## src/verilog/dspwm_defines.svh

```systemverilog
// constants for the dual-channel subdivided pwm block
`ifndef DSPWM_DEFINES_SVH
`define DSPWM_DEFINES_SVH

// register byte offsets
`define DSPWM_OFF_CTRL 8'h00
`define DSPWM_OFF_DUTY0 8'h04
`define DSPWM_OFF_DUTY1 8'h08
`define DSPWM_OFF_PORT 8'h0C
`define DSPWM_OFF_STAT 8'h10

// modulator_control fields
`define DSPWM_CTRL_MODE_BIT 7
`define DSPWM_CTRL_ROUTE1_BIT 6
`define DSPWM_CTRL_ROUTE0_BIT 5

// port_pin_control fields (data and direction, direction 1 = input)
`define DSPWM_PORT_DATA0_BIT 0
`define DSPWM_PORT_DATA1_BIT 1
`define DSPWM_PORT_DIR0_BIT 4
`define DSPWM_PORT_DIR1_BIT 5

// status fields
`define DSPWM_STAT_PIN0_BIT 0
`define DSPWM_STAT_PIN1_BIT 1
`define DSPWM_STAT_WAVE0_BIT 2
`define DSPWM_STAT_WAVE1_BIT 3
`define DSPWM_STAT_SUB0_LSB 8
`define DSPWM_STAT_SUB1_LSB 10

// reset values
`define DSPWM_RST_CTRL 8'h00
`define DSPWM_RST_DUTY 8'h00
`define DSPWM_RST_PORT 8'h30

// timing counts in system clocks
`define DSPWM_CYCLE_CLKS 256
`define DSPWM_SUB4_CLKS 64
`define DSPWM_SUB2_CLKS 128

`endif

```

## src/verilog/dspwm_pkg.sv

```systemverilog
// types shared by the pwm block
package dspwm_pkg;

	// sub-division mode, matches the control bit value
	typedef enum logic {
		DSPWM_MODE_SUB2,
		DSPWM_MODE_SUB4
	} dspwm_mode_e;

	// state of one modulator channel
	typedef struct packed {
		logic [7:0] cnt;
		logic [7:0] duty_act;
		dspwm_mode_e mode_act;
		logic wave;
		logic start;
		logic [1:0] sub_idx;
	} dspwm_chan_s;

	// state of the register block
	typedef struct packed {
		logic [7:0] ctrl;
		logic [7:0] duty0;
		logic [7:0] duty1;
		logic [7:0] port;
		logic [31:0] rdata;
		logic err;
	} dspwm_regs_s;

endpackage

```

## src/verilog/dspwm_chan_if.sv

```systemverilog
// link between the register block and one modulator channel
interface dspwm_chan_if;
	logic [7:0] duty;
	dspwm_pkg::dspwm_mode_e mode;
	logic wave;
	logic start;
	logic [1:0] sub_idx;

	modport ctrl (output duty, output mode, input wave, input start, input sub_idx);
	modport chan (input duty, input mode, output wave, output start, output sub_idx);
endinterface

```

## src/verilog/dspwm_channel.sv

```systemverilog
// one 8-bit modulator channel with sub-cycle spreading
`include "dspwm_defines.svh"

module dspwm_channel #(
	parameter int DUTY_W = 8
) (
	// clock and reset
	input wire logic pclk,
	input wire logic presetn,
	// settings in, waveform out
	dspwm_chan_if.chan ch
);

	// the counter and split logic assume an 8-bit duty word
	if (DUTY_W != 8) begin : g_bad_width
		$error("dspwm_channel: only an 8-bit duty word is supported");
	end

	dspwm_pkg::dspwm_chan_s s_r;
	dspwm_pkg::dspwm_chan_s s_nxt;

	// high time of the current sub-cycle: coarse part plus one while index below remainder
	function automatic logic [7:0] on_clks(input logic [7:0] duty, input dspwm_pkg::dspwm_mode_e mode,
		input logic [1:0] sub);
		logic [7:0] coarse;
		logic ext;
		coarse = 8'h00;
		ext = 1'b0;
		if (mode == dspwm_pkg::DSPWM_MODE_SUB4) begin
			coarse = {2'b00, duty[7:2]};
			ext = (sub < duty[1:0]);
		end else begin
			coarse = {1'b0, duty[7:1]};
			ext = (sub[0] < duty[0]);
		end
		return coarse + {7'h00, ext};
	endfunction

	// next-state logic
	always_comb begin
		s_nxt = s_r;
		// [RULE_02] free counter
		s_nxt.cnt = s_r.cnt + 8'h01;
		// [RULE_05] [RULE_08] sub-cycle index
		if (s_r.mode_act == dspwm_pkg::DSPWM_MODE_SUB4) begin
			s_nxt.sub_idx = s_r.cnt[7:6];
			// [RULE_06] [RULE_07] [RULE_14] high from sub-cycle start
			s_nxt.wave = {2'b00, s_r.cnt[5:0]} < on_clks(s_r.duty_act, s_r.mode_act, s_r.cnt[7:6]);
		end else begin
			s_nxt.sub_idx = {1'b0, s_r.cnt[7]};
			// [RULE_09] [RULE_10] [RULE_14] high from sub-cycle start
			s_nxt.wave = {1'b0, s_r.cnt[6:0]} < on_clks(s_r.duty_act, s_r.mode_act, {1'b0, s_r.cnt[7]});
		end
		s_nxt.start = (s_r.cnt == 8'h00);
		// [RULE_15] take new settings only at cycle end
		if (s_r.cnt == 8'(`DSPWM_CYCLE_CLKS - 1)) begin
			s_nxt.duty_act = ch.duty;
			s_nxt.mode_act = ch.mode;
		end
	end

	// state register
	always_ff @(posedge pclk or negedge presetn) begin
		if (!presetn) begin
			s_r <= '{cnt: 8'h00, duty_act: `DSPWM_RST_DUTY, mode_act: dspwm_pkg::DSPWM_MODE_SUB2,
				wave: 1'b0, start: 1'b0, sub_idx: 2'h0};
		end else begin
			s_r <= s_nxt;
		end
	end

	assign ch.wave = s_r.wave;
	assign ch.start = s_r.start;
	assign ch.sub_idx = s_r.sub_idx;

endmodule // dspwm_channel

```

## src/verilog/dspwm_pin_ctl.sv

```systemverilog
// shared pin steering for one channel
module dspwm_pin_ctl (
	// selection and port bits
	input wire logic route,
	input wire logic dir_in,
	input wire logic port_data,
	// waveform from the modulator
	input wire logic wave,
	// pin drive
	output logic pin_out,
	output logic pin_oe
);

	// pin driver select
	always_comb begin
		// [RULE_13] direction input wins over routing
		pin_oe = !dir_in;
		if (route) begin
			// [RULE_04] [RULE_12] data bit gates the waveform
			pin_out = wave & port_data;
		end else begin
			// [RULE_04] other shared function: plain output
			pin_out = port_data;
		end
	end

endmodule // dspwm_pin_ctl

```

## src/verilog/dspwm_top.sv

```systemverilog
// dual-channel subdivided pwm with apb register access
//
// Notes on behaviour
// [RULE_01] two independent channels, each with own 8-bit duty register and pin
// [RULE_02] each modulator counts system clocks; full cycle is 256 clocks
// [RULE_03] control bit 7 picks mode for both: 0 two sub-cycles, 1 four
// [RULE_04] control bits 6 and 5 route channels 1 and 0 onto their pins
// [RULE_05] four-sub-cycle mode: sub-cycles 0 to 3 of 64 clocks each
// [RULE_06] four-sub-cycle mode: coarse is duty bits 7..2, remainder bits 1..0
// [RULE_07] sub-cycle i high coarse+1 clocks if i below remainder, else coarse
// [RULE_08] two-sub-cycle mode: sub-cycles 0 and 1 of 128 clocks each
// [RULE_09] two-sub-cycle mode: coarse is duty bits 7..1, remainder bit 0
// [RULE_10] sub-cycle i high coarse+1 clocks if i below remainder bit, else coarse
// [RULE_11] software routes, sets pin as output, loads duty, then sets data bit
// [RULE_12] routed pin: data bit zero forces low, one passes the waveform
// [RULE_13] routed pin set as input behaves as an ordinary input
// [RULE_14] each sub-cycle starts high for the computed count, then low
// [RULE_15] new duty takes effect only at the next full cycle start
`include "dspwm_defines.svh"

module dspwm_top #(
	parameter int ADDR_W = 8,
	parameter int DUTY_W = 8
) (
	// clock and reset
	input wire logic pclk,
	input wire logic presetn,
	// apb slave
	input wire logic psel,
	input wire logic penable,
	input wire logic pwrite,
	input wire logic [ADDR_W-1:0] paddr,
	input wire logic [31:0] pwdata,
	input wire logic [3:0] pstrb,
	output logic [31:0] prdata,
	output logic pready,
	output logic pslverr,
	// channel 0 pin
	input wire logic channel0_pin_in,
	output logic channel0_pin_out,
	output logic channel0_pin_oe,
	// channel 1 pin
	input wire logic channel1_pin_in,
	output logic channel1_pin_out,
	output logic channel1_pin_oe
);

	//--------------------------------------------------------------------
	// elaboration checks
	//--------------------------------------------------------------------

	// decode needs the top offset to fit; register layout needs 8-bit duty
	if (ADDR_W < 8) begin : g_bad_addr
		$error("dspwm_top: address bus narrower than the register map");
	end
	if (DUTY_W != 8) begin : g_bad_duty
		$error("dspwm_top: only an 8-bit duty word is supported");
	end

	//--------------------------------------------------------------------
	// declarations
	//--------------------------------------------------------------------

	dspwm_pkg::dspwm_regs_s s_r;
	dspwm_pkg::dspwm_regs_s s_nxt;

	dspwm_chan_if ch0_if ();
	dspwm_chan_if ch1_if ();

	logic setup_ph;
	logic access_ph;
	logic wr_lane0;
	logic [7:0] addr_lo;
	logic addr_hi_zero;
	logic [31:0] stat_word;
	logic route0;
	logic route1;

	//--------------------------------------------------------------------
	// helper functions
	//--------------------------------------------------------------------

	// true when the offset names one of the five words
	function automatic logic reg_hit(input logic [7:0] off);
		logic hit;
		hit = 1'b0;
		case (off)
			`DSPWM_OFF_CTRL: hit = 1'b1;
			`DSPWM_OFF_DUTY0: hit = 1'b1;
			`DSPWM_OFF_DUTY1: hit = 1'b1;
			`DSPWM_OFF_PORT: hit = 1'b1;
			`DSPWM_OFF_STAT: hit = 1'b1;
			default: hit = 1'b0;
		endcase
		return hit;
	endfunction

	// one byte placed in the low lane, upper bits zero
	function automatic logic [31:0] low_byte(input logic [7:0] b);
		return {24'h000000, b};
	endfunction

	//--------------------------------------------------------------------
	// apb phase decode
	//--------------------------------------------------------------------

	// zero-wait slave: every access phase completes at once
	assign setup_ph = psel & !penable;
	assign access_ph = psel & penable;
	assign pready = 1'b1;
	assign addr_lo = paddr[7:0];
	// only lane 0 carries writable register bits; the rest of a written word is ignored
	assign wr_lane0 = access_ph & pwrite & pstrb[0] & addr_hi_zero;

	// upper address bits must be zero for a hit
	always_comb begin
		addr_hi_zero = 1'b1;
		for (int i = 8; i < ADDR_W; i++) begin
			if (paddr[i]) begin
				addr_hi_zero = 1'b0;
			end
		end
	end

	//--------------------------------------------------------------------
	// status word
	//--------------------------------------------------------------------

	// pin levels, live waveforms and sub-cycle indices, for polling
	always_comb begin
		stat_word = 32'h00000000;
		// [RULE_13] input pin level stays readable
		stat_word[`DSPWM_STAT_PIN0_BIT] = channel0_pin_in;
		stat_word[`DSPWM_STAT_PIN1_BIT] = channel1_pin_in;
		stat_word[`DSPWM_STAT_WAVE0_BIT] = ch0_if.wave;
		stat_word[`DSPWM_STAT_WAVE1_BIT] = ch1_if.wave;
		stat_word[`DSPWM_STAT_SUB0_LSB +: 2] = ch0_if.sub_idx;
		stat_word[`DSPWM_STAT_SUB1_LSB +: 2] = ch1_if.sub_idx;
	end

	//--------------------------------------------------------------------
	// register next state
	//--------------------------------------------------------------------

	// writes land at the access edge; read data is caught at the setup edge
	// so prdata comes from a flop while the slave still needs no wait state
	always_comb begin
		s_nxt = s_r;
		if (setup_ph) begin
			s_nxt.err = !(addr_hi_zero && reg_hit(addr_lo));
			s_nxt.rdata = 32'h00000000;
			if (!pwrite && addr_hi_zero) begin
				case (addr_lo)
					// buzzer field bits 4..0 are not kept and read zero
					`DSPWM_OFF_CTRL: s_nxt.rdata = low_byte({s_r.ctrl[7:5], 5'h00});
					`DSPWM_OFF_DUTY0: s_nxt.rdata = low_byte(s_r.duty0);
					`DSPWM_OFF_DUTY1: s_nxt.rdata = low_byte(s_r.duty1);
					`DSPWM_OFF_PORT: s_nxt.rdata = low_byte(s_r.port);
					`DSPWM_OFF_STAT: s_nxt.rdata = stat_word;
					default: s_nxt.rdata = 32'h00000000;
				endcase
			end
		end
		if (wr_lane0) begin
			case (addr_lo)
				// [RULE_03] [RULE_04] mode and routing bits
				`DSPWM_OFF_CTRL: s_nxt.ctrl = {pwdata[7:5], 5'h00};
				// [RULE_01] separate duty word per channel
				`DSPWM_OFF_DUTY0: s_nxt.duty0 = pwdata[7:0];
				`DSPWM_OFF_DUTY1: s_nxt.duty1 = pwdata[7:0];
				// only data and direction bits exist
				`DSPWM_OFF_PORT: s_nxt.port = pwdata[7:0] & 8'h33;
				default: s_nxt.port = s_r.port;
			endcase
		end
	end

	//--------------------------------------------------------------------
	// register state
	//--------------------------------------------------------------------

	// pins come up as inputs so nothing is driven before software decides
	always_ff @(posedge pclk or negedge presetn) begin
		if (!presetn) begin
			s_r <= '{ctrl: `DSPWM_RST_CTRL, duty0: `DSPWM_RST_DUTY, duty1: `DSPWM_RST_DUTY,
				port: `DSPWM_RST_PORT, rdata: 32'h00000000, err: 1'b0};
		end else begin
			s_r <= s_nxt;
		end
	end

	assign prdata = s_r.rdata;
	// error shown only while the access phase is on the bus
	assign pslverr = s_r.err & access_ph;

	//--------------------------------------------------------------------
	// channel settings
	//--------------------------------------------------------------------

	// [RULE_03] one mode bit serves both channels
	assign ch0_if.mode = dspwm_pkg::dspwm_mode_e'(s_r.ctrl[`DSPWM_CTRL_MODE_BIT]);
	assign ch1_if.mode = dspwm_pkg::dspwm_mode_e'(s_r.ctrl[`DSPWM_CTRL_MODE_BIT]);
	assign ch0_if.duty = s_r.duty0;
	assign ch1_if.duty = s_r.duty1;
	assign route0 = s_r.ctrl[`DSPWM_CTRL_ROUTE0_BIT];
	assign route1 = s_r.ctrl[`DSPWM_CTRL_ROUTE1_BIT];

	//--------------------------------------------------------------------
	// modulators
	//--------------------------------------------------------------------

	// [RULE_01] two independent modulators, each with its own counter
	dspwm_channel #(
		.DUTY_W(DUTY_W)
	) u_chan0 (
		.pclk(pclk),
		.presetn(presetn),
		.ch(ch0_if.chan)
	);

	dspwm_channel #(
		.DUTY_W(DUTY_W)
	) u_chan1 (
		.pclk(pclk),
		.presetn(presetn),
		.ch(ch1_if.chan)
	);

	//--------------------------------------------------------------------
	// pin steering
	//--------------------------------------------------------------------

	// [RULE_11] software order is route, direction, duty, data; no sequencing enforced here
	dspwm_pin_ctl u_pin0 (
		.route(route0),
		.dir_in(s_r.port[`DSPWM_PORT_DIR0_BIT]),
		.port_data(s_r.port[`DSPWM_PORT_DATA0_BIT]),
		.wave(ch0_if.wave),
		.pin_out(channel0_pin_out),
		.pin_oe(channel0_pin_oe)
	);

	dspwm_pin_ctl u_pin1 (
		.route(route1),
		.dir_in(s_r.port[`DSPWM_PORT_DIR1_BIT]),
		.port_data(s_r.port[`DSPWM_PORT_DATA1_BIT]),
		.wave(ch1_if.wave),
		.pin_out(channel1_pin_out),
		.pin_oe(channel1_pin_oe)
	);

endmodule // dspwm_top
```

## config.mk

```make
export PLATFORM = sky130hd
export DESIGN_NAME = dspwm_top
export DESIGN_NICKNAME = d
export VERILOG_FILES = /design/src/verilog/dspwm_pkg.sv /design/src/verilog/dspwm_chan_if.sv /design/src/verilog/dspwm_channel.sv /design/src/verilog/dspwm_pin_ctl.sv /design/src/verilog/dspwm_top.sv
export VERILOG_INCLUDE_DIRS = /design/src /design/src/verilog
export SDC_FILE = /design/constraint.sdc
export NUM_CORES = 1
export LEC_CHECK = 0
export BUFFER_PORTS_ARGS = -buffer_cell sky130_fd_sc_hd__buf_4
export CORE_UTILIZATION = 50
export CTS_CLUSTER_DIAMETER = 120
export DETAILED_ROUTE_END_ITERATION = 7
export PLACE_DENSITY = 0.77
export SKIP_CTS_REPAIR_TIMING = 1
export SYNTH_ARGS = -nofsm -noshare
export SYNTH_HDL_FRONTEND = slang
export SYNTH_SLANG_ARGS = --single-unit
```

## constraint.sdc

```tcl
create_clock -name pclk -period 2.08 [get_ports pclk]
set_input_delay 0 -clock pclk [delete_from_list [all_inputs] [get_ports pclk]]
set_output_delay 0 -clock pclk [all_outputs]
set_load 0.01 [all_outputs]
```

==> results.toml, run 1 <==
[hold_path]
worstHoldStart = "pwrite"
hp-class = "input port to flip-flop"

[cells_and_area]
nNetsFinal = 548
drive_above_1_share_pct = 34.6
final_cell_mix = "dfrtp_1, buf_4, mux2_2"
layoutNonFillerInstCount = 573
layout_commonest_cell = "dfrtp_1"
syn_to_final_growth_pct = 21.7
diodes = 0

[sta]
holdWs_ns = -0.00372
min_period_ns = 2.26
hold_viol_final = 2
fin_crit_sh_pct = 109
slew_headroom_pct = 64.3
setup_tns_ns = -0.306
finalMaxSlewViolations = 0
fmax_mhz = 442
rsz0062_at_grt = "yes"
finalSetupViolations = 2
worst_slew_pin_slew_ns = 0.535
timing.final.ws_setup_ns = -0.183
fin_skew_ns = 0.0112

[synthesis]
syn_area_um2 = 4370
ys_seq_elements = 76
seq_area_frac_synth_pct = 43.6
synth_area_leaders = "dfrtp_1, mux2_2, ha_1"
async_flop_share_pct = 100
avgSynthCellArea_um2 = 11.0
synth_area_leader_cell = "dfrtp_1"
yosysWarnings = 0
syn-instance-count = 398
synth_cell_type_count = 42
synth_ff_type = "dfrtp_1"
synth_enable_flop_cells = 0
yosysTopAreaCellShare_pct = 42.4

[worst_setup_path]
path_cells = "nor2b_1, ha_2, ha_4, and3_4, nand3_2, xor2_1, ha_1, nand4_1, and3_1, o21ai_1, a22oi_1"
crit_path_max_fanout = 4
crit_slowest_cell = "dfrtp_1"
crit_required_ns = 2.32
r2r_start = "u_chan1.s_r[20]"
startpoint_type = "flip-flop"
cp-end-kind = "flip-flop"
critical_path.top_delay_family = "adder cells"
path_class = "flip-flop to flip-flop"
cp_num_buf_inv = 0
crit_path_max_incr_delay_ns = 0.43
worstPathArrival_ns = 2.51
critPathLaunch = "u_chan1.s_r[20]"

[clock_tree]
cts_sinks = 76
cts-root-buf = "clkbuf_8"
clk_latency_ns = 0.36
clk_pin_slew_ns = 0.09
clk_path_buf_depth = 2
cts_tree = "yes"
cts_buffers = 9
h-tree-depth = 3

[global_route]
top_usage_layer = "met2"
grtUsageTotal_pct = 22.0
met1_usage_pct = 28.0
antenna_found_initial = 1
globalRouteMet2Util_pct = 37.1
met3_usage_pct = 5.26
globalRoute.totalOverflow = 0
grt_pass1_vias = 3092
grt_pass1_wl_um = 14900
grt_start_max_net_pins = 42

[floorplan]
io_pins = 89
die_area_um2 = 9110
fp.coreArea_um2 = 8340
row_count = 33
start_util_pct = 52.3
fp.dieH_um = 95.4
die_w_um = 95.4

[route]
vias = 3126
postRouteWirelength_um = 9560
ant_nets = 0
viasPerCell = 5.46
dr.pass1.iters = 5
drc = 0
routedWlPerCell_um = 16.7
drtIter0Drc = 135

[place]
numPortBuffers = 40
dp_hpwl_um = 6920
place.gp.congestion = 0.853
dp.cells = 545

[run]
maxCapViolations = 0

[power]
ir_drop_mv = 0.377
power.leakage_uw = 0.00248
powerDensity_nw_per_um2 = 559

[run_status]
violations = "negative hold slack, negative setup slack"
status = "finished with violations"
==> final timing paths <==
kind	slack, ns	to	cells past startpoint
setup / recovery	-0.18	u_chan1.ch.wave	11
hold / removal	-0.004	prdata[0]	3
setup reg to reg	-0.18	u_chan1.ch.wave	11
hold reg to reg	0.47	prdata[8]	1
max in group asynchronous	1.25	s_r[38]	3
min in group asynchronous	0.17	u_chan0.s_r[14]	2
==> cell families (layout without fill, tap and decap cells) <==
kind of cell | count (synthesis) | in the layout | synth area share [%]
mux | 49 | 49 | 12.8
compound gates | 54 | 54 | 8.23
other cells | 2 | 21 | 0.172
xor+xnor | 30 | 30 | 6.02
fa+ha+maj | 34 | 34 | 9.74
flops | 76 | 76 | 43.6
simple gates | 92 | 92 | 11.3
buf+inv | 61 | 112 | 8.11
==> worst reg2reg max path: cells and delay by family, from the launching register on <==
family | cells | cell delay, ns
AOI/OAI and AO/OA | 2 | 0.14
adders and majority gates | 3 | 0.72
and+or+nand+nor | 5 | 0.70
xor gates and xnor gates | 1 | 0.16
DFF | 1 | 0.43
==> layout make-up <==
type	instances	area [um^2]
Fill cell	631	3030
Sequential cell	76	1910
Clock buffer	9	124
Inverter	17	63.8
Timing Repair Buffer	79	632
Tap cell	105	131
Multi-Input combinational cell	280	2350
Clock inverter	7	105
==> cells in the mapped netlist (5+ instances only) <==
library cell	instances
a21oi_1	10
a22oi_1	6
and3_1	7
buf_4	33
clkbuf_1	8
dfrtp_1	74
ha_1	34
inv_1	17
mux2_2	44
nand2_1	22
nand2b_1	9
nand3_1	19
nand4_1	5
nor2_1	12
nor2b_1	5
o21ai_0	14
xnor2_1	13
xor2_1	17
==> metal layers <==
layer  part of all wire [%]  wire length, um
met2                     51             4830
met4                    1.1              102
met1                     44             4190
met3                    4.4              420
met5                   0.10               10
==> flip-flops by register name, summed over array words and instances, names as in the netlist, 2 cells and up <==
| register | cells |
|---|---|
| ch0_if.duty | 8 |
| s_r | 5 |
| ch1_if.duty | 8 |
| u_chan0.s_r | 17 |
| prdata | 12 |
| u_chan1.s_r | 17 |
| u_chan0.ch.sub_idx | 2 |
| u_chan1.ch.sub_idx | 2 |
==> power by group <==
part           switching (uW)  internal, uW
clock                     628           697
sequential               4.35          1480
combinational            93.3          61.9
total                     726          2240
==> metrics by stage <==
step | setup WS [ns] | utilization [%] | total power, uW | area (um^2)
after floorplan | -0.164 | - | 1600 | 4470
after global placement | -0.157 | 57.8 | 1660 | 4820
after detailed placement | -0.230 | 57.8 | 1660 | 4820
after CTS | -0.245 | 60.6 | 2960 | 5050
after global routing | -0.324 | 63.7 | 3060 | 5310
final | -0.183 | 63.7 | 2970 | 5310
(Power assumes the default switching activity.)
==> run 2: changes to the inputs <==
CORE_UTILIZATION = 51   (was 50)
SYNTH_HIERARCHICAL = 1   (was not set)
==> results.toml, run 2 <==
[run_status]
status = "finished with violations"
violations = "negative hold slack, negative setup slack"

[route]
ant_nets = 0
routedWlPerCell_um = 17.3
viasPerCell = 5.60
postRouteWirelength_um = 10000
dr.pass1.iters = 4
vias = 3242
drc = 0
drtIter0Drc = 130

[worst_setup_path]
worstPathArrival_ns = 2.65
startpoint_type = "flip-flop"
crit_path_max_fanout = 5
path_class = "flip-flop to flip-flop"
crit_required_ns = 2.35
cp-end-kind = "flip-flop"

[global_route]
grt_pass1_vias = 3004
grt_pass1_wl_um = 15200
antenna_found_initial = 0
grt_start_max_net_pins = 44
globalRoute.totalOverflow = 0
grtUsageTotal_pct = 22.2

[cells_and_area]
layout_commonest_cell = "dfrtp_1"
multi_input_area_um2 = 2430
final_cell_mix = "dfrtp_1, buf_4, nand2_1"
fillCellCount = 668
nNetsFinal = 553
syn_to_final_growth_pct = 18.7
drive_above_1_share_pct = 35.5
layoutNonFillerInstCount = 579
regArea_um2 = 1900
diodes = 0

[floorplan]
die_area_um2 = 9290
io_pins = 89
fp.coreArea_um2 = 8680
start_util_pct = 52.4
row_count = 34
die_w_um = 96.4
fp.dieH_um = 96.4

[clock_tree]
cts-root-buf = "clkbuf_8"
cts_buffers = 9
h-tree-depth = 3
clk_pin_slew_ns = 0.09
cts_tree = "yes"
clk_path_buf_depth = 2
cts_sinks = 76
clk_latency_ns = 0.36

[synthesis]
yosysWarnings = 6
syn-instance-count = 403
syn_area_um2 = 4540
avgSynthCellArea_um2 = 11.3

[sta]
fin_skew_ns = 0.00982
holdWs_ns = -0.0242
hold_viol_final = 1
worst_slew_pin_slew_ns = 0.557
fin_crit_sh_pct = 114
finalSetupViolations = 2
timing.final.ws_setup_ns = -0.299
setup_tns_ns = -0.562
slew_headroom_pct = 62.8
rsz0062_at_grt = "yes"
finalMaxSlewViolations = 0
fmax_mhz = 420
min_period_ns = 2.38

[place]
dp_hpwl_um = 7360
numPortBuffers = 40
dp.cells = 551
dp_slack_ns = -0.292
place.gp.congestion = 0.874

[power]
power.leakage_uw = 0.00252
powerDensity_nw_per_um2 = 544
ir_drop_mv = 0.365

[run]
maxCapViolations = 0

[hold_path]
hp-class = "input port to flip-flop"
[run 2: changes by cell type in the layout (fill, tap and decap cells not counted), moves of 4 or more]
cell | previous run | this run
a21oi_1 | 6 | 1
ha_1 | 23 | 28
o21ai_0 | 9 | 13
nor2_1 | 11 | 6
mux2_2 | 44 | 28
nand3_1 | 17 | 13
nand2_1 | 21 | 31
a22o_1 | 4 | 0
mux2_4 | 0 | 18
a32oi_1 | 0 | 4
[run 2: cell type report]
type / instances / area share, %
Clock buffer: 10 / 2.55
Clock inverter: 6 / 1.76
Inverter: 15 / 1.04
Multi-Input combinational cell: 284 / 45.1
Sequential cell: 76 / 35.3
Tap cell: 108 / 2.51
Timing Repair Buffer: 80 / 11.7
[run 2: power by group]
| group | leakage (uW) | switching, uW | total, uW | internal (uW) |
|---|---|---|---|---|
| clock | 0.000111 | 582 | 1300 | 720 |
| combinational | 0.00138 | 87.4 | 146 | 58.5 |
| sequential | 0.00102 | 4.91 | 1490 | 1480 |
[run 2: stage by stage]
stage | hold slack, ns | total power (uW) | utilization [%] | instance area (um^2)
global placement | 0.0110 | 1640 | 57.0 | 4950
CTS | -0.368 | 2950 | 59.7 | 5180
detailed placement | 0.0206 | 1650 | 57.0 | 4950
floorplan | -0.296 | 1590 | - | 4650
global route | 0.0142 | 3040 | 62.2 | 5390
finish | -0.0242 | 2940 | 62.2 | 5390
[run 2: final timing paths]
check	start	endpoint	slack, ns	depth (start not counted)
max	u_chan1/s_r[20]	u_chan1/ch.wave	-0.30	12
min	channel1_pin_in	prdata[1]	-0.02	3
max reg2reg	u_chan1/s_r[20]	u_chan1/ch.wave	-0.30	12
min reg2reg	s_r[0]	s_r[0]	0.49	2
max in group asynchronous	presetn	u_chan0/ch.wave	1.25	3
min in group asynchronous	presetn	u_chan0/s_r[18]	0.17	2
[run 2: routing by layer]
layer / track usage, % / share of wire (%) / wire length [um] / vias up
met5: 0 / 0 / 0 / -
met4: 6.74 / 1.9 / 189 / 0
met3: 6.34 / 5.8 / 586 / 25
met2: 34.9 / 50 / 5020 / 106
met1: 29.8 / 42 / 4240 / 1621
li1: - / - / - / 1490
[run 2: critical path, stage by stage (launching register included)]
cell and delay, ns:
dfrtp_1 0.39, buf_4 0.16, nor2b_1 0.12, ha_2 0.22, buf_4 0.13, nand3_2 0.09
nor2_2 0.18, xnor2_2 0.10, ha_1 0.34, nand4_1 0.12, and3_4 0.19, o21ai_2 0.06
a32oi_1 0.18
==> run 3: changes to the inputs <==
CORE_UTILIZATION = 52   (was 51)
CTS_BUF_LIST = sky130_fd_sc_hd__clkbuf_8   (was not set)
PLACE_DENSITY = 0.79   (was 0.77)
==> results.toml, run 3 (synthesis results as in run 2) <==
[run_status]
status = "finished with violations"
violations = "negative hold slack, negative setup slack"

[global_route]
grtUsageTotal_pct = 23.1
grt_start_max_net_pins = 41
globalRoute.totalOverflow = 0
grt_pass1_wl_um = 15600
grt_pass1_vias = 3124
antenna_found_initial = 0

[sta]
hold_viol_final = 1
rsz0062_at_grt = "yes"
fin_crit_sh_pct = 114
timing.final.ws_setup_ns = -0.297
finalSetupViolations = 2
holdWs_ns = -0.0393
finalMaxSlewViolations = 0
min_period_ns = 2.38
fin_skew_ns = 0.0131
worst_slew_pin_slew_ns = 0.517
slew_headroom_pct = 65.6
fmax_mhz = 421

[clock_tree]
clk_path_buf_depth = 2
clk_pin_slew_ns = 0.09
clk_latency_ns = 0.36
cts_sinks = 76
cts-root-buf = "clkbuf_8"
cts_buffers = 9
cts_tree = "yes"
h-tree-depth = 3

[power]
seq_power_share_pct = 55.5
ir_drop_mv = 0.424
clkPwrFrac_pct = 39.0
powerDensity_nw_per_um2 = 506
switching_share_pct = 26.1
power.leakage_uw = 0.00249
p_int_uw = 1980
switchingPower_uw = 700
p_comb_share_pct = 5.5

[worst_setup_path]
worstPathArrival_ns = 2.64
cp_num_buf_inv = 1
crit_required_ns = 2.35
path_common_cell = "ha_1"
startpoint_type = "flip-flop"
path_class = "flip-flop to flip-flop"
critical_path.top_delay_family = "adder cells"
path_cells = "inv_1, ha_1, a21oi_2, ha_2, ha_4, nand3_4, xor2_1, ha_1, o21a_1, o22a_1, a32oi_1"
cp-end-kind = "flip-flop"
crit_slowest_cell = "dfrtp_1"
crit_path_max_incr_delay_ns = 0.36
crit_path_max_fanout = 2

[cells_and_area]
drive_above_1_share_pct = 34.0
layout_commonest_cell = "dfrtp_1"
fillCellCount = 630
final_cell_mix = "dfrtp_1, buf_4, nand2_1"
nNetsFinal = 555
fin_util_pct = 63.5
regArea_um2 = 1900
multi_input_area_um2 = 2380
diodes = 0
syn_to_final_growth_pct = 16.6
design_area_um2 = 5300

[place]
placed_cell_area_um2 = 4940
dp_hpwl_um = 7390
numPortBuffers = 40
place.gp.congestion = 0.897

[floorplan]
start_util_pct = 54.5
die_w_um = 95.5
fp.coreArea_um2 = 8340
io_pins = 89
row_count = 33
fp.dieH_um = 95.5
die_area_um2 = 9110

[run]
maxCapViolations = 0

[hold_path]
hp-class = "input port to flip-flop"

[route]
routedWlPerCell_um = 17.3
postRouteWirelength_um = 9990
viasPerCell = 5.61
ant_nets = 0
vias = 3243
drc = 0
dr.pass1.iters = 5
drtIter0Drc = 149
-- run 3: cell count changes in the layout (fill, tap and decap cells not counted), sizes merged --
cell	delta
buf	+2
bufinv	-2
clkbuf	-1
clkinvlp	+2
inv	+1
-- run 3: area by class of cell --
type | count | share of cell area, %
well taps | 105 | 2.48
clock inverters | 7 | 0.969
multi-input cells | 284 | 45.0
clock buffers | 9 | 2.34
repair buffers | 82 | 12.1
inverters | 15 | 1.06
flip-flops and latches | 76 | 36.0
-- run 3: power by group through the flow --
stage	Sequential (uW)	Clock [uW]	Combinational, uW
2_1_floorplan	1510	0	77.9
3_3_place_gp	1520	0	128
3_5_place_dp	1520	0	131
4_1_cts	1490	1070	131
6_report	1490	1040	148
5_1_grt	1490	1120	166
-- run 3: final timing paths --
kind,start,endpoint,slack (ns),cells past startpoint
min in group asynchronous,presetn,prdata[11],0.14,2
min,channel1_pin_in,prdata[1],-0.04,3
max reg2reg,u_chan1/s_r[6],u_chan1/ch.wave,-0.30,11
max in group asynchronous,presetn,u_chan1/s_r[4],1.29,3
min reg2reg,prdata[1],prdata[1],0.49,2
max,u_chan1/s_r[6],u_chan1/ch.wave,-0.30,11
-- run 3: through the flow --
| stage | setup TNS [ns] | total power, uW | setup slack (ns) | instances | hold WS, ns |
|---|---|---|---|---|---|
| floorplan | -0.394 | 1590 | -0.197 | 422 | -0.296 |
| global placement | -0.319 | 1640 | -0.167 | 548 | 0.00167 |
| detailed placement | -0.546 | 1650 | -0.290 | 548 | -0.000650 |
| CTS | -0.657 | 2680 | -0.354 | 564 | -0.391 |
| global route | -0.766 | 2770 | -0.420 | 578 | 0.00502 |
| finish | -0.538 | 2680 | -0.297 | 578 | -0.0393 |
-- run 3: worst min-delay path, stage by stage --
cell	delay (ns)
buf_4	0.08
a221oi_1	0.07
o21ai_0	0.14
-- run 3: per-layer routing --
| layer | routed length [um] | vias to the layer above | GRT usage (%) |
|---|---|---|---|
| met5 | 0 | - | 0 |
| met4 | 174 | 0 | 7.46 |
| met3 | 624 | 19 | 7.10 |
| met2 | 4910 | 117 | 37.0 |
| met1 | 4280 | 1616 | 29.6 |
| li1 | - | 1491 | - |
